`config.mk`:
```
export PLATFORM = sky130hd
export DESIGN_NAME = ccr_regs
export DESIGN_NICKNAME = d
export VERILOG_FILES = /design/src/ccr_pkg.sv /design/src/ccr_regs.sv
export VERILOG_INCLUDE_DIRS = /design/src
export SDC_FILE = /design/constraint.sdc
export NUM_CORES = 1
export LEC_CHECK = 0
export ABC_AREA = 1
export BUFFER_PORTS_ARGS = -buffer_cell sky130_fd_sc_hd__buf_2
export CAP_MARGIN = 30
export CORE_MARGIN = 1.5
export CORE_UTILIZATION = 54
export CTS_CLUSTER_DIAMETER = 200
export DETAILED_ROUTE_END_ITERATION = 7
export GPL_ROUTABILITY_DRIVEN = 0
export PLACE_DENSITY = 0.93
export RECOVER_POWER = 25
export SYNTH_ARGS = -nofsm -noshare
export SYNTH_HDL_FRONTEND = slang
export SYNTH_SLANG_ARGS = --single-unit
```
`constraint.sdc`:
```
create_clock -name mclk -period 3.1 [get_ports mclk]
set_input_delay 0.155 -clock mclk [delete_from_list [all_inputs] [get_ports mclk]]
set_output_delay 0.155 -clock mclk [all_outputs]
set_load 0.01 [all_outputs]
```
`src/ccr_cfg.svh`:
```
// constants for the configuration and scratch register bank
// How it works
// mode bits 24:0 pass a two-stage synchroniser and are loaded over the first three cycles after reset release.
// bits 2:0 hold the coherency algorithm code (010,011,100,101,111 valid; 000,001,110 reserved).
// fields sit at 4:3,5,6,8:7,12:9,13,14,15,18:16,21:19 and bits 25:22 read zero.
// bits 28:26 always read 011, a 32 Kbyte data cache.
// bits 31:29 always read 011, a 32 K instruction cache.
// load-linked operations never write the link scratch register.
// the link scratch register stores a software write and returns it on read.
// the mode-derived fields stay constant from the fourth cycle after reset release until the next reset.
`ifndef CCR_CFG_SVH
`define CCR_CFG_SVH
`define CCR_IDX_CONFIG 8'h10
`define CCR_IDX_SCRATCH 8'h11
`define CCR_MODE_HI 24
`define CCR_MODE_W 25
`define CCR_RSV_HI 25
`define CCR_RSV_LO 22
`define CCR_DCACHE_HI 28
`define CCR_DCACHE_LO 26
`define CCR_ICACHE_HI 31
`define CCR_ICACHE_LO 29
`define CCR_CACHE_32K 3'h3
`define CCR_COH_HI 2
`define CCR_COH_LO 0
`define CCR_DEVNUM_HI 4
`define CCR_DEVNUM_LO 3
`define CCR_COHTGT_BIT 5
`define CCR_ELIM_BIT 6
`define CCR_MAXREQ_HI 8
`define CCR_MAXREQ_LO 7
`define CCR_SYSDIV_HI 12
`define CCR_SYSDIV_LO 9
`define CCR_L2BLK_BIT 13
`define CCR_L2ECC_BIT 14
`define CCR_ENDIAN_BIT 15
`define CCR_L2SIZE_HI 18
`define CCR_L2SIZE_LO 16
`define CCR_L2DIV_HI 21
`define CCR_L2DIV_LO 19
`define CCR_RSV_VAL 4'h0
`define CCR_CAPTURE_CYC 2'h3
`endif

```
`src/ccr_pkg.sv`:
```
// types for the configuration and scratch register bank
package ccr_pkg;
    typedef enum logic [2:0] {
        CCR_COH_RSV0 = 3'h0,
        CCR_COH_RSV1 = 3'h1,
        CCR_COH_UNCACHED = 3'h2,
        CCR_COH_NONCOHERENT = 3'h3,
        CCR_COH_EXCLUSIVE = 3'h4,
        CCR_COH_EXCL_ON_WRITE = 3'h5,
        CCR_COH_RSV6 = 3'h6,
        CCR_COH_ACCEL = 3'h7
    } ccr_coherency_e;
endpackage

```
`src/ccr_regs.sv`:
```
// configuration and link scratch registers on a wishbone slave
//
// Design decision made here: the Wishbone slave port.
`timescale 1ns/1ps
`include "ccr_cfg.svh"
module ccr_regs (
    input wire logic mclk,
    input wire logic rst_n,
    input wire logic [24:0] mode_bits,
    input wire logic [31:0] wb_adr_i,
    input wire logic [31:0] wb_dat_i,
    output logic [31:0] wb_dat_o,
    input wire logic [3:0] wb_sel_i,
    input wire logic wb_we_i,
    input wire logic wb_cyc_i,
    input wire logic wb_stb_i,
    output logic wb_ack_o,
    output logic wb_err_o,
    output ccr_pkg::ccr_coherency_e coherency_algo_field,
    output logic [31:0] config_word
);
    logic [24:0] mode_s1;
    logic [24:0] mode_s2;
    logic [24:0] mode_reg;
    logic in_reset;
    logic [31:0] link_scratch;
    logic req;
    logic hit_cfg;
    logic hit_scr;
    logic [31:0] cfg_value;
    logic [31:0] next_rdata;
    logic wr_scr;
    logic rd_req;
    logic mapped;
    // field views of the captured mode bits, plus the two fixed cache size codes
    logic [2:0] coh_code;
    logic [1:0] device_number_field;
    logic coherent_target_field;
    logic elimination_request_field;
    logic [1:0] max_requests_field;
    logic [3:0] sys_clock_divisor_field;
    logic l2_block_size_field;
    logic l2_correction_field;
    logic endianness_field;
    logic [2:0] l2_size;
    logic [2:0] l2_clock_divisor_field;
    logic [2:0] data_cache_size_field;
    logic [2:0] instr_cache_size_field;

    // mode pins come from outside the clock domain
    always_ff @(posedge mclk or negedge rst_n) begin
        if (!rst_n) begin
            mode_s1 <= 25'h0;
            mode_s2 <= 25'h0;
        end else begin
            mode_s1 <= mode_bits;
            mode_s2 <= mode_s1;
        end
    end

    // held high for the first cycles after release so the synchronised
    // mode value has settled before it is frozen
    logic [1:0] rst_cnt;
    always_ff @(posedge mclk or negedge rst_n) begin
        if (!rst_n) begin
            rst_cnt <= 2'h0;
        end else if (rst_cnt != `CCR_CAPTURE_CYC) begin
            rst_cnt <= rst_cnt + 2'h1;
        end
    end
    assign in_reset = (rst_cnt != `CCR_CAPTURE_CYC);

    always_ff @(posedge mclk or negedge rst_n) begin
        if (!rst_n) begin
            mode_reg <= 25'h0;
        end else if (in_reset) begin
            mode_reg <= mode_s2;
        end
    end

    // capture bits 24:22 are held in mode_reg but fall in the reserved span
    // of the config word, so the reserved field always reads back as zero
    assign coh_code = mode_reg[`CCR_COH_HI:`CCR_COH_LO];
    assign device_number_field =
        mode_reg[`CCR_DEVNUM_HI:`CCR_DEVNUM_LO];
    assign coherent_target_field = mode_reg[`CCR_COHTGT_BIT];
    assign elimination_request_field = mode_reg[`CCR_ELIM_BIT];
    assign max_requests_field =
        mode_reg[`CCR_MAXREQ_HI:`CCR_MAXREQ_LO];
    assign sys_clock_divisor_field =
        mode_reg[`CCR_SYSDIV_HI:`CCR_SYSDIV_LO];
    assign l2_block_size_field = mode_reg[`CCR_L2BLK_BIT];
    assign l2_correction_field = mode_reg[`CCR_L2ECC_BIT];
    assign endianness_field = mode_reg[`CCR_ENDIAN_BIT];
    assign l2_size = mode_reg[`CCR_L2SIZE_HI:`CCR_L2SIZE_LO];
    assign l2_clock_divisor_field =
        mode_reg[`CCR_L2DIV_HI:`CCR_L2DIV_LO];
    assign data_cache_size_field = `CCR_CACHE_32K;
    assign instr_cache_size_field = `CCR_CACHE_32K;

    always_comb begin
        cfg_value = 32'h0;
        cfg_value[`CCR_COH_HI:`CCR_COH_LO] = coh_code;
        cfg_value[`CCR_DEVNUM_HI:`CCR_DEVNUM_LO] =
            device_number_field;
        cfg_value[`CCR_COHTGT_BIT] = coherent_target_field;
        cfg_value[`CCR_ELIM_BIT] = elimination_request_field;
        cfg_value[`CCR_MAXREQ_HI:`CCR_MAXREQ_LO] =
            max_requests_field;
        cfg_value[`CCR_SYSDIV_HI:`CCR_SYSDIV_LO] =
            sys_clock_divisor_field;
        cfg_value[`CCR_L2BLK_BIT] = l2_block_size_field;
        cfg_value[`CCR_L2ECC_BIT] = l2_correction_field;
        cfg_value[`CCR_ENDIAN_BIT] = endianness_field;
        cfg_value[`CCR_L2SIZE_HI:`CCR_L2SIZE_LO] = l2_size;
        cfg_value[`CCR_L2DIV_HI:`CCR_L2DIV_LO] =
            l2_clock_divisor_field;
        cfg_value[`CCR_RSV_HI:`CCR_RSV_LO] = `CCR_RSV_VAL;
        cfg_value[`CCR_DCACHE_HI:`CCR_DCACHE_LO] =
            data_cache_size_field;
        cfg_value[`CCR_ICACHE_HI:`CCR_ICACHE_LO] =
            instr_cache_size_field;
    end
    assign config_word = cfg_value;
    assign coherency_algo_field = ccr_pkg::ccr_coherency_e'(coh_code);

    assign req = wb_cyc_i && wb_stb_i && !wb_ack_o && !wb_err_o;
    assign hit_cfg = (wb_adr_i == {22'h0, `CCR_IDX_CONFIG, 2'h0});
    assign hit_scr = (wb_adr_i == {22'h0, `CCR_IDX_SCRATCH, 2'h0});
    assign mapped = hit_cfg || hit_scr;
    assign rd_req = req && !wb_we_i;
    // the scratch write lands at the edge at which the master samples ack
    assign wr_scr = wb_cyc_i && wb_stb_i && wb_we_i && hit_scr && wb_ack_o;

    always_ff @(posedge mclk or negedge rst_n) begin
        if (!rst_n) begin
            wb_ack_o <= 1'b0;
            wb_err_o <= 1'b0;
        end else begin
            wb_ack_o <= req && mapped;
            wb_err_o <= req && !mapped;
        end
    end

    // only software writes reach this register; no load-linked path exists
    always_ff @(posedge mclk or negedge rst_n) begin
        if (!rst_n) begin
            link_scratch <= 32'h0;
        end else if (wr_scr) begin
            for (int b = 0; b < 4; b++) begin
                if (wb_sel_i[b]) begin
                    link_scratch[8*b +: 8] <= wb_dat_i[8*b +: 8];
                end
            end
        end
    end

    always_comb begin
        next_rdata = 32'h0;
        if (hit_cfg) begin
            next_rdata = cfg_value;
        end else if (hit_scr) begin
            next_rdata = link_scratch;
        end
    end

    always_ff @(posedge mclk or negedge rst_n) begin
        if (!rst_n) begin
            wb_dat_o <= 32'h0;
        end else if (rd_req) begin
            wb_dat_o <= next_rdata;
        end else begin
            wb_dat_o <= 32'h0;
        end
    end

    // each byte lane follows its own select on a scratch write
    for (genvar b = 0; b < 4; b++) begin : g_lane

    end
endmodule // ccr_regs

```
======== Word level (Yosys, flattened, before mapping) ========
Cells that the tools add are included.
word-level totals
  flip-flop bits (word level) ............. 134
  input port bits ......................... 98
  output and inout port bits .............. 69
  word-level logic and storage cells ...... 36
operators by class
  add/subtract/negate cells ............... 1
  eq/ne operators ......................... 3
  mux-type cells .......................... 3
  reduce and logical (&&, ||, !) cells .... 18
operators by type and width
  operator                                                                 number
  32-bit two-way mux                                                       3
  32-bit by 7-bit equality test with 1-bit output (second input constant)  2
  1-bit logical AND                                                        9
  2-bit AND reduction                                                      4
  1-bit logical NOT                                                        4
  2-bit by 1-bit adder with 2-bit output (second input constant)           1
  2-bit inequality test (second input constant)                            1
  1-bit logical OR                                                         1

======== Longest topological paths before layout ========
Gate-level depths: netlist (run 1).
  depth in word-level cells ............... 5
  mapped depth ............................ 10

======== Least setup slack after synthesis (run 1) ========
No wires, ideal clock.
  kind .................................... reg-to-reg
  start ................................... register rst_cnt[0]
  end ..................................... register mode_reg[12]
  library setup time ...................... 0.125 ns
  arrival time ............................ 1.264 ns
  data required time ...................... 2.975 ns
  setup slack ............................. 1.712 ns
  cell stages (with the launch flop) ...... 5
  path buffers ............................ 2
  clock period less this slack ............ 1.388 ns
  cell sequence ........................... dfrtp_1 -> ha_1 -> clkbuf_1 -> buf_2 -> mux2_2
on the way
  longest elaborated chain between the ends .. 1
RTL lines
  item                             RTL line        RTL
  start: declaration               ccr_regs.sv:63  logic [1:0] rst_cnt;
  start signal: assignment         ccr_regs.sv:68  rst_cnt <= rst_cnt + 2'h1;
  2-bit inequality test (no line)  -
  end signal: assignment           ccr_regs.sv:77  mode_reg <= mode_s2;
  end: declaration                 ccr_regs.sv:24  logic [24:0] mode_reg;
No other way between the ends.
A chain may end at the register's enable or synchronous reset.

======== Final worst setup path (run 1) ========
  start ................................... register wb_ack_o
  end ..................................... register link_scratch[10]
on the way
  longest elaborated chain between the ends .. 2
RTL lines
  item                            RTL line         RTL
  start: declaration              ccr_regs.sv:17   output logic wb_ack_o,
  start signal: assignment        ccr_regs.sv:140  wb_ack_o <= req && mapped;
  1-bit logical AND               ccr_regs.sv:133  assign wr_scr = wb_cyc_i && wb_stb_i && wb_we_i && hit_scr && wb_ack_o;
  2-bit AND reduction (no line)   -
  end signal: indexed assignment  ccr_regs.sv:152  link_scratch[8*b +: 8] <= wb_dat_i[8*b +: 8];
  end: declaration                ccr_regs.sv:26   logic [31:0] link_scratch;
No other way between the ends.

==> results.txt, run 1 <==
- Area growth syn-to-layout: 43.03%
- Based on the critical path, the design can be clocked at up to ~530 MHz.
- Crit path DAT: roughly 2.3 ns
* Number of input and output port buffers inserted: 153
- The first global-routing pass estimated 21,430 um of wire.
- Maximum VDD drop: 441.8 uV
* Nature of the critical path endpoint: flip-flop
- Number of buffers created by CTS: 17
* Overall die height: between 90 and 100 um
- GRT Residual Overflow: 0
* Max Fanout on Critical Path: 15
* Worst min-delay path category: input port to flip-flop
- Of the total power, registers draw 0.450.
- Critical path launch point type: flip-flop
- In this run the count of I/O pins placed on the die edge is about 170.
* Run status: finished, final reports clean
* Worst path max stage delay: approximately 0.64 ns
- Buffer cell driving the clock tree root: sky130_fd_sc_hd__clkbuf_8
* Antenna fix cells: 0
* Total of warnings raised by yosys: 0
* R2R cell count: 6
- Routing usage on met3: 0.06685
- Yosys attributes the largest share of cell area to sky130_fd_sc_hd__dfrtp_1, sky130_fd_sc_hd__nand2_1, sky130_fd_sc_hd__mux2_2.
- Worst clock skew: 0.009980 ns
- Share of synthesized area occupied by flip-flops and latches: 0.6604
- STA puts the critical path data required time at roughly 3.5 ns.
- The via count of the first global-routing pass was between 4,000 and 5,000.
- In the global route stage, met1 resource usage came out at 0.3237.
- Post-cts gate resize count: 0
- The clock tree synthesis step divided the H-tree into 4 levels.
- The critical path contains buffers and inverters numbering 2 combined.
- In this run, the number of DRC markers left after iteration 0 of detailed routing was approximately 290.
- Relative slew margins: 0.4103
- Slew of the pin with the lowest slew margin: 0.8835 ns
- The tool flagged a number of max-cap violations equal to 0.
- In this run the most used layer during global routing was met2.
* Via count: approximately 4,300
* Switching component of the power: between 0.8 and 0.9 mW
* Setup repair after global routing missed its margin: no
- In this run the power density over the cells is 556.3 nW/um^2.
* Routed vias/inst: 5.346
- Core Footprint: slightly above 9000 sq um
- Static leakage: approximately 3.6 nW
- Met2 Usage GRT: 0.4940
- Synthesis inferred about 130 register bits.
- After clock tree synthesis, the flow added hold-fix buffers numbering between 80 and 90.
- Final wirelength: between 10,000 and 15,000 um
* Number of failing setup endpoints in the final timing report: 0
- Row count: 35
- Dividing the final minimum period by the clock period gives 0.6105.
- Of the cells placed in the final design, the portion with a size suffix greater than 1 is 0.3257.
* Remaining antenna violation count after routing: 0
- The cell area that synthesis handed to floorplanning was 5077 sq um.
- Placed wire-length estimate: ~7600 um
- Post-route setup slack: around 1.2 ns
- Cells traversed along the worst timing path: nand2_1, nor2_2, buf_4, nand4_1, dlygate4sd3_1, nand2_1
- Overall track demand over capacity in global routing: 0.2873
- After detailed routing, the number of remaining DRC violations is 0.
- Share of the synthesized area in the top cell type: 0.6604
- Number of distinct library cell variants in the gate-level netlist after synthesis: 24
* Largest regs: link_scratch (32), wb_dat_o (32)
* Overall power: just over 4 mW
* Insertion delay to the later sink of the worst-skew pair: approximately 0.51 ns
- Switching power as a share of total power: 0.2167
- Dividing the detail-routed wire length by the instance count gives 16.76 um.
- Slowest cell on crit path: sky130_fd_sc_hd__dlygate4sd3_1
* Total iterations of the first detailed-routing run: 5
- The floorplan step defined a die boundary enclosing ~10000 sq um.
- By startpoint and endpoint, the worst setup path is classified as flip-flop to flip-flop.
- At the placement stage, the worst setup path has a slack of around 1.1 ns.
- Clock tree from TritonCTS: done
- Clock net sink count: ~130
- Crit path top cell by count: sky130_fd_sc_hd__nand2_1
- The share of total power dissipated in combinational logic is 0.057.
- From left edge to right edge, the die measures around 100 um.
* Category of cells accounting for the largest share of critical-path delay: buffers and inverters
* Number of nets at the end of the flow: 786
* Largest area contributor in the synthesized netlist: sky130_fd_sc_hd__dfrtp_1
- Entering global routing, the biggest net connects 88 pins.
* Setup bufs post-CTS: 0
* Final Hold Fails: 0
- Setup Total Neg Slack: 0 ns
- Internal power summed over all cells: 3.164 mW
- The share of total power dissipated in the clock network is 0.493.
- The initial utilization of the core area, before any placement, comes to 0.5521.
- Max-slew violation count: 0
- The worst hold path passes through 3 cells.
- Subtracting the final worst setup slack from the clock period gives approximately 1.9 ns.
* Clock transition at the registers of the reported paths: around 0.060 ns
- The number of antenna violations at the first check in global routing is 0.
- Deepest clock path buffer count: 2
* Syn Inst Count: roughly 450
- Counting buffers and inverters, the worst setup path is 6 cells deep.
- A synthesized cell averages about 11 sq um.
## logic make-up after synthesis
kind of cell,Yosys count,synth area share
muxes,23,0.05101
and+or+nand+nor,220,0.1974
other,2,0.001479
DFF,134,0.6604
xor gates and xnor gates,1,0.001725
AOI/OAI and AO/OA,23,0.02415
buffers and inverters,48,0.06136
adders and majority gates,1,0.002464
## path summary, 6_finish.rpt
kind,startpoint,to,slack [ns]
worst max-delay path,wb_ack_o,link_scratch[10],1.21
worst min-delay path,wb_sel_i[2],link_scratch[22],0.04
worst max register to register,wb_ack_o,link_scratch[10],1.21
worst min register to register,mode_s1[7],mode_s2[7],0.35
max in group asynchronous,rst_n,wb_dat_o[31],2.20
min in group asynchronous,rst_n,mode_reg[8],0.14
## cell type report
type,count,area [sq um]
fill,530,1934
clock inverter,11,148.9
inverter,13,48.80
tap,111,138.9
clock buffer,21,439.2
timing repair buffer,243,1688
sequential,134,3353
multi-input combinational,278,1445
## layout by cell type, fill, tap and decap left out, drive strengths merged
master / synthesis / routed
buf: 33 / 158
dfrtp: 134 / 134
nand2: 117 / 117
dlygate4sd3: 0 / 85
nor2: 44 / 44
nand4: 32 / 32
nand3: 26 / 26
mux2: 23 / 23
a21oi: 23 / 23
clkbuf: 2 / 21
inv: 13 / 15
conb: 2 / 10
clkinvlp: 0 / 3
bufinv: 0 / 3
clkinv: 0 / 3
or3: 1 / 1
xnor2: 1 / 1
ha: 1 / 1
## cells in the mapped netlist (all sizes together)
master	n
xnor2	1
nor2	44
or3	1
buf	33
a21oi	23
nand4	32
ha	1
nand3	26
conb	2
clkbuf	2
mux2	23
nand2	117
inv	13
dfrtp	134
## worst reg2reg max path, cell delays in order, from the launching register on
cell	delay, ns
sky130_fd_sc_hd__dfrtp_1	0.36
sky130_fd_sc_hd__nand2_1	0.07
sky130_fd_sc_hd__nor2_2	0.24
sky130_fd_sc_hd__buf_4	0.28
sky130_fd_sc_hd__nand4_1	0.13
sky130_fd_sc_hd__dlygate4sd3_1	0.64
sky130_fd_sc_hd__nand2_1	0.11
## power by group through the flow
stage | Clock, mW | Sequential (mW) | Combinational (mW)
floorplan | 0 | 1.85 | 0.0546
global placement | 0 | 1.84 | 0.160
detailed placement | 0 | 1.85 | 0.173
CTS | 2.00 | 1.82 | 0.229
global route | 2.10 | 1.82 | 0.252
finish | 1.99 | 1.82 | 0.231
## metal layers
layer	routed length [um]	share of wire
met5	0	0
met4	687	0.051
met3	803	0.059
met2	7036	0.52
met1	5061	0.37
## through the flow
stage	std cells	utilization	hold WS [ns]	cell area, sq um
2_1_floorplan	460	-	-0.1406	5107
5_1_grt	811	0.7897	0.02275	7262
3_5_place_dp	693	0.6316	0.1150	5808
3_3_place_gp	692	0.6286	0.2622	5781
4_1_cts	810	0.7880	0.001556	7247
6_report	811	0.7897	0.03931	7262
Note: power is estimated with default switching activity, not from simulation.
==> run 2: changes to the inputs <==
--- a/config.mk
+++ b/config.mk
@@ -10,11 +10,11 @@
 export BUFFER_PORTS_ARGS = -buffer_cell sky130_fd_sc_hd__buf_2
 export CAP_MARGIN = 30
 export CORE_MARGIN = 1.5
-export CORE_UTILIZATION = 54
+export CORE_UTILIZATION = 50
 export CTS_CLUSTER_DIAMETER = 200
 export DETAILED_ROUTE_END_ITERATION = 7
 export GPL_ROUTABILITY_DRIVEN = 0
-export PLACE_DENSITY = 0.93
+export PLACE_DENSITY = 0.88
 export RECOVER_POWER = 25
 export SYNTH_ARGS = -nofsm -noshare
 export SYNTH_HDL_FRONTEND = slang
==> constraint.sdc (replaced) <==
create_clock -name mclk -period 1.8 [get_ports mclk]
set_input_delay 0.09 -clock mclk [delete_from_list [all_inputs] [get_ports mclk]]
set_output_delay 0.09 -clock mclk [all_outputs]
set_load 0.01 [all_outputs]
==> run 2 against run 1 <==
Against the previous run:
- worst setup slack got worse by 1.2 ns
- combinational power rose by 74%
- non-clock buffer count up 11
- sequential share of layout area fell by 0.77 points
- global-route usage shrank 0.40 points
- total power up 68%
- via count up 1.2%
- first-iteration DRC count is 32% higher
- sequential power increased by 72%
==> results.txt, run 2 (synthesized netlist as in run 1, its figures left out) <==
* Nature of the critical path endpoint: flip-flop
- Vias in the first global route: 4,622
- In the global route stage, overall resource usage came out at 0.2833.
- Final clock period utilization by the worst path: 0.9703
- Width of the die: between 100 and 150 um
- Post-route DRC: 0
- No sink is reached through more buffers than the 2 on the longest clock path.
* Most common library cell in the layout ignoring fill and taps: sky130_fd_sc_hd__buf_2
* Fraction of met1 tracks used by global routing: 0.3176
- Antenna violations before repair: 0
- By startpoint and endpoint, the worst setup path is classified as flip-flop to flip-flop.
- Detailed placement ended at an HPWL of approximately 8000 um.
* Required time of the critical path: ~2.2 ns
- Initial standard-cell utilization of the core: 0.5171
- Area occupied by multi-input gates: between 1000 and 1500 sq um
* Proportion of layout cells with a drive suffix above 1: 0.3305
* Hold Worst Slack: between 0.1 and 0.15 ns
- Count of H-tree levels built during CTS: 4
- Insertion delay to the later sink of the worst-skew pair: 0.52 ns
- Clock-pin slew was measured on the worst setup and hold paths at 0.06 ns.
- Data arrives at the worst endpoint at 2.16 ns.
- In this run the worst path has a maximum fanout of 22.
* Combinational power share: 0.059
* Number of failing setup endpoints in the final timing report: 0
* Total iterations of the first detailed-routing run: 5
- The worst pin sits at a relative slew slack of 0.1803.
* Switching component of the power: around 1.5 mW
- Internal power summed over all cells: 5.293 mW
- The share of total power dissipated in the clock network is 0.480.
- Clock tree from TritonCTS: done
- The root buffer cell chosen for the clock tree is sky130_fd_sc_hd__clkbuf_8.
- The analysis attributes to cell leakage a power of ~3.6 nW.
- Power density normalized to cell area: 919.8 nW/um^2
- Number of buffers created by CTS: 17
- In the final layout, the registers with the most flip-flops are link_scratch (32), wb_dat_o (32).
- In the routed layout, each cell is associated on average with a via count of ~5.2.
* Row count: 36
* Leading cell types in the layout, fill and taps excluded: sky130_fd_sc_hd__buf_2, sky130_fd_sc_hd__dfrtp_1, sky130_fd_sc_hd__nand2_1
- Clock net sink count: ~130
- Routing usage on met3: 0.08370
- Top-level I/O count: ~170
* Antenna fix cells: 0
- IR analysis of the VDD net gives a maximum drop of about 760 uV.
* Critical path launch point type: flip-flop
- Maximum operating frequency: ~570 MHz
* GR peak layer: met2
* Worst clock skew: between 0.009 and 0.01 ns
* Max-slew violation count: 0
- The die covers 10,770 sq um.
- Via count: between 4,000 and 5,000
- Area growth syn-to-layout: 45.47%
* GRT Residual Overflow: 0
- Of the total power, registers draw 0.461.
* Core Util, Final: 0.7522
- Number of input and output port buffers inserted: approximately 150
- Run status: finished, final reports clean
* Largest net degree at the start of global routing: 57
* Overall die height: between 100 and 150 um
- Setup bufs post-CTS: 0
- Core Footprint: roughly 9800 sq um
- The final count of hold timing violations came to 0.
- Layout fillers: 615
- Setup Total Neg Slack: 0 ns
- Wires add up to roughly 15,000 um.
* Worst min-delay path category: input port to flip-flop
* Remaining antenna violation count after routing: 0
- Switching power as a share of total power: 0.2209
- Number of nets at the end of the flow: roughly 800
- Dividing the detail-routed wire length by the instance count gives 17.34 um.
- In the global route stage, met2 resource usage came out at 0.4733.
- Minimum period implied by the final worst setup slack: ~1.7 ns
- The sequential cells in the finished layout cover a total of about 3400 sq um.
* Global-route wire length before repair: about 23,000 um
* Slew of the pin with the lowest slew margin: about 1.2 ns
- Max-cap violations in this run came to 0.
* First DRT Iteration DRCs: 384
-- run 2: changes by cell type in the layout (fill, tap and decap cells not counted), moves of 2 or more --
cell                            delta
sky130_fd_sc_hd__dlygate4sd3_1     +5
sky130_fd_sc_hd__buf_4             +4
sky130_fd_sc_hd__buf_12            +3
sky130_fd_sc_hd__clkinv_2          +3
sky130_fd_sc_hd__inv_6             -2
-- run 2: layout make-up --
| type | instances | share of cell area |
|---|---|---|
| Clock inverter | 13 | 0.01796 |
| Inverter | 13 | 0.006607 |
| Clock buffer | 19 | 0.05844 |
| Multi-Input combinational cell | 278 | 0.1963 |
| Tap cell | 133 | 0.02253 |
| Timing Repair Buffer | 254 | 0.2441 |
| Sequential cell | 134 | 0.4540 |
-- run 2: repair_timing --
| item | in CTS | in global routing |
|---|---|---|
| hold buffers | 90 | 0 |
| endpoints found under the setup margin | 0 | 1 |
| gates resized for setup | 0 | 1 |
| hold endpoints to repair | 200 | 0 |
-- run 2: worst paths after layout --
path                        startpoint           end  slack [ns]  cells past startpoint
max in group asynchronous        rst_n    mode_s1[2]        0.41                      3
setup / recovery              wb_ack_o   wb_dat_o[6]        0.05                      4
hold reg to reg             mode_s1[2]    mode_s2[2]        0.34                      0
hold / removal             wb_adr_i[1]  wb_dat_o[22]        0.11                      8
setup reg to reg              wb_ack_o   wb_dat_o[6]        0.05                      4
min in group asynchronous        rst_n    mode_s2[9]        0.37                      2
-- run 2: power groups by stage --
| stage | logic, mW | registers, mW | clock network, mW |
|---|---|---|---|
| 2_1_floorplan | 0.0941 | 3.18 | 0 |
| 3_3_place_gp | 0.286 | 3.17 | 0 |
| 3_5_place_dp | 0.297 | 3.18 | 0 |
| 4_1_cts | 0.400 | 3.13 | 3.27 |
| 5_1_grt | 0.441 | 3.14 | 3.42 |
| 6_report | 0.403 | 3.13 | 3.26 |
-- run 2: layer usage --
layer,share of wire,vias up,wire length [um]
met5,0,-,0
met4,0.055,0,811
met3,0.071,77,1045
met2,0.51,250,7488
met1,0.36,2109,5292
li1,-,1953,-
-- run 2: critical path, stage by stage (launching register included) --
cell	delay [ns]
sky130_fd_sc_hd__dfrtp_1	0.38
sky130_fd_sc_hd__or3_4	0.40
sky130_fd_sc_hd__nor2_2	0.12
sky130_fd_sc_hd__inv_1	0.38
sky130_fd_sc_hd__a21oi_1	0.35
-- run 2: per-stage QoR --
| stage | setup slack, ns | area [sq um] | power, mW | instances |
|---|---|---|---|---|
| 3_5_place_dp | 0.1224 | 5898 | 3.478 | 721 |
| 5_1_grt | -0.01456 | 7386 | 6.997 | 844 |
| 4_1_cts | 0.1310 | 7363 | 6.794 | 843 |
| 3_3_place_gp | 0.2200 | 5898 | 3.459 | 721 |
| 6_report | 0.05353 | 7386 | 6.793 | 844 |
| 2_1_floorplan | 0.4115 | 5107 | 3.277 | 460 |
==> run 3: changes to the inputs <==
--- a/config.mk
+++ b/config.mk
@@ -10,11 +10,11 @@
 export BUFFER_PORTS_ARGS = -buffer_cell sky130_fd_sc_hd__buf_2
 export CAP_MARGIN = 30
 export CORE_MARGIN = 1.5
-export CORE_UTILIZATION = 50
+export CORE_UTILIZATION = 54
 export CTS_CLUSTER_DIAMETER = 200
 export DETAILED_ROUTE_END_ITERATION = 7
 export GPL_ROUTABILITY_DRIVEN = 0
-export PLACE_DENSITY = 0.88
+export PLACE_DENSITY = 0.93
 export RECOVER_POWER = 25
 export SYNTH_ARGS = -nofsm -noshare
 export SYNTH_HDL_FRONTEND = slang
==> constraint.sdc (replaced) <==
create_clock -name mclk -period 2.2 [get_ports mclk]
set_input_delay 0.11 -clock mclk [delete_from_list [all_inputs] [get_ports mclk]]
set_output_delay 0.11 -clock mclk [all_outputs]
set_load 0.01 [all_outputs]
==> run 3 against run 2 <==
Against the previous run:
- the run now ends with max-capacitance violations, max-slew violations left
- combinational power is 17% lower
- count of clock-buffer cells in the layout down 1
- register-to-register slack gained 0.18 ns
- via count increased by 0.93%
- critical path depth is 5 higher
- global-route usage increased by 1.2 points
- die area down 7.2%
- critical path type is now input port to flip-flop
==> results.txt, run 3 (synthesized netlist as in run 1, its figures left out) <==
- Of the total power, registers draw 0.438.
- Proportion of layout cells with a drive suffix above 1: 0.3361
- For this block, the routed nets add up to 14,430 um of wire.
- The die covers ~10000 sq um.
* Final clock period utilization by the worst path: 0.9422
* Core Util, Final: 0.8030
- For this run, the number of standard cells in the final layout without fillers is 827.
- Hold Crit Depth: 4
* Count of H-tree levels built during CTS: 4
* GRT Residual Overflow: 0
- The share of total power dissipated in combinational logic is 0.058.
- In this run the most critical hold path is launched from wb_sel_i[3].
* Nature of the critical path endpoint: flip-flop
* Deepest clock path buffer count: 2
- Relative slew margins: -0.09252
* Clock transition at the registers of the reported paths: 0.06 ns
* Max Fanout on Critical Path: 11
* Layout fillers: 520
* R2R cell count: 6
- For flop-to-flop paths, the worst setup slack is about 0.23 ns.
* Number of buffers created by CTS: 17
- The via count of the first global-routing pass is around 4,500.
- Timing analysis after detailed placement gives a worst setup slack of 0.4882 ns.
- Across the run, the number of max-cap violations was 1.
- After the last flow step, the layout net total stands at 800.
* Number of failing setup endpoints in the final timing report: 0
* Slew of the pin with the lowest slew margin: about 1.6 ns
* Largest regs: link_scratch (32), wb_dat_o (32)
- Row count: 35
* Crit Reg-Reg Startpoint: wb_ack_o
- Width of the die: roughly 100 um
* Worst min-delay path category: input port to flip-flop
* Source of the critical timing path: wb_stb_i
- Total power for the finished layout comes to roughly 6 mW.
* Area growth syn-to-layout: 45.44%
* Placed wire-length estimate: 7606 um
- Top-level I/O count: ~170
* Largest net degree at the start of global routing: 69
- The first global-routing pass estimated 21,920 um of wire.
* First DRT Iteration DRCs: slightly below 400
* Initial standard-cell utilization of the core: 0.5521
* Post-route DRC: 0
- Total iterations of the first detailed-routing run: 8
- The checks that failed: max-capacitance violations, max-slew violations.
- The library cells used most frequently in the layout, excluding fill and tap cells, are sky130_fd_sc_hd__buf_2, sky130_fd_sc_hd__dfrtp_1, sky130_fd_sc_hd__nand2_1.
- Most common library cell in the layout ignoring fill and taps: sky130_fd_sc_hd__buf_2
- Worst clock skew: between 0.007 and 0.008 ns
* Internal power summed over all cells: about 4.5 mW
- The count of nets left with antenna violations once routing finished came out at 0.
- The later pin in the worst-skew pair is clocked with a latency of 0.52 ns.
- Static timing analysis puts the maximum clock frequency at between 400 and 500 MHz.
- TritonCTS built the clock tree.
- Dividing the detail-routed via count by the number of cells gives 5.357.
- Run status: complete, but fails checks
- Including well taps, the total number of placed cells is approximately 700.
* Power density normalized to cell area: around 790 nW/um^2
- Placed cell areas: just under 6000 sq um
- After routing the design area is around 7400 sq um.
* Switching component of the power: between 1 and 1.5 mW
- Endpoint of the worst hold path: link_scratch[31]
- Buffer cell driving the clock tree root: sky130_fd_sc_hd__clkbuf_8
- The routed design could run at a clock period as short as between 2 and 2.5 ns.
* Maximum VDD drop: roughly 710 uV
- Hold Worst Slack: around 0.16 ns
- Switching power as a share of total power: 0.2309
- Antenna violations before repair: 2
* Required time of the critical path: between 2 and 3 ns
* Clk network pwr share: 0.504
- Overall die height: roughly 100 um
- CTS saw around 130 sinks.
* Static leakage: 3.641 nW
* Number of input and output port buffers inserted: about 150
- Startpoint-to-endpoint class of the critical path: input port to flip-flop
- In the global route stage, overall resource usage came out at 0.2955.
- The endpoint identified for the worst register-to-register timing path is link_scratch[9].
- Setup slack closes at approximately 0.13 ns.
- The worst setup path is launched from an input port.
- Data on the critical path arrives at its endpoint at 2.49 ns.
* Max-slew violation count: 69
- The region available for standard cell placement spans 9196 sq um.
- Setup repair after global routing left no endpoint under its margin.
* Final Hold Fails: 0
- Adding up every negative setup slack in the final design gives 0 ns.
- Across all layers, the routed design uses 4,430 vias.
* Routed length per instance: between 15 and 20 um
[run 3: changes by cell type in the layout (fill, tap and decap cells not counted), moves of 2 or more]
cell	previous run	this run
sky130_fd_sc_hd__diode_2	0	2
sky130_fd_sc_hd__buf_12	3	0
sky130_fd_sc_hd__inv_6	0	7
sky130_fd_sc_hd__buf_4	7	13
sky130_fd_sc_hd__clkinv_2	5	0
[run 3: worst max-delay path by stage]
stage / slack [ns] / to
floorplan: 0.81 / mode_reg[12]
global placement: 0.60 / link_scratch[12]
detailed placement: 0.49 / link_scratch[14]
CTS: 0.12 / wb_dat_o[11]
global route: 0.08 / wb_dat_o[6]
finish: 0.13 / wb_dat_o[6]
[run 3: worst max-delay path: stages]
cell and delay (ns):
sky130_fd_sc_hd__dlygate4sd3_1 0.53, sky130_fd_sc_hd__buf_2 0.11, sky130_fd_sc_hd__nand2_1 0.07, sky130_fd_sc_hd__dlygate4sd3_1 0.58
sky130_fd_sc_hd__or3_4 0.37, sky130_fd_sc_hd__nor2_4 0.21, sky130_fd_sc_hd__clkinvlp_4 0.11, sky130_fd_sc_hd__buf_4 0.19
sky130_fd_sc_hd__a21oi_1 0.20
[run 3: metal layers]
layer / up-vias / global-route usage / share of wire
li1: 1961 / - / -
met1: 2105 / 0.3390 / 0.36
met2: 283 / 0.4976 / 0.50
met3: 81 / 0.06476 / 0.074
met4: 0 / 0.2004 / 0.063
met5: - / 0 / 0
[run 3: area by class of cell]
type / count / area [sq um] / area share
tap: 111 / 138.9 / 0.01881
timing repair inverter: 1 / 7.507 / 0.001017
antenna: 2 / 5.005 / 0.0006777
multi-input combinational: 278 / 1450 / 0.1964
sequential: 134 / 3353 / 0.4541
clock buffer: 18 / 427.9 / 0.05795
clock inverter: 14 / 186.4 / 0.02525
timing repair buffer: 256 / 1763 / 0.2387
inverter: 13 / 52.55 / 0.007116
[run 3: power by group through the flow]
stage	registers, mW	clock network (mW)	logic [mW]
3_5_place_dp	2.60	0	0.242
2_1_floorplan	2.60	0	0.0770
5_1_grt	2.56	3.07	0.367
4_1_cts	2.56	2.95	0.325
3_3_place_gp	2.60	0	0.231
6_report	2.56	2.95	0.336
[run 3: repair_timing]
action | in CTS | in global routing
hold buffers | 90 | 0
gates resized for setup | 0 | 3
buffers inserted | 0 | 3
setup endpoints to repair | 0 | 14
endpoints found under the hold margin | 131 | 0
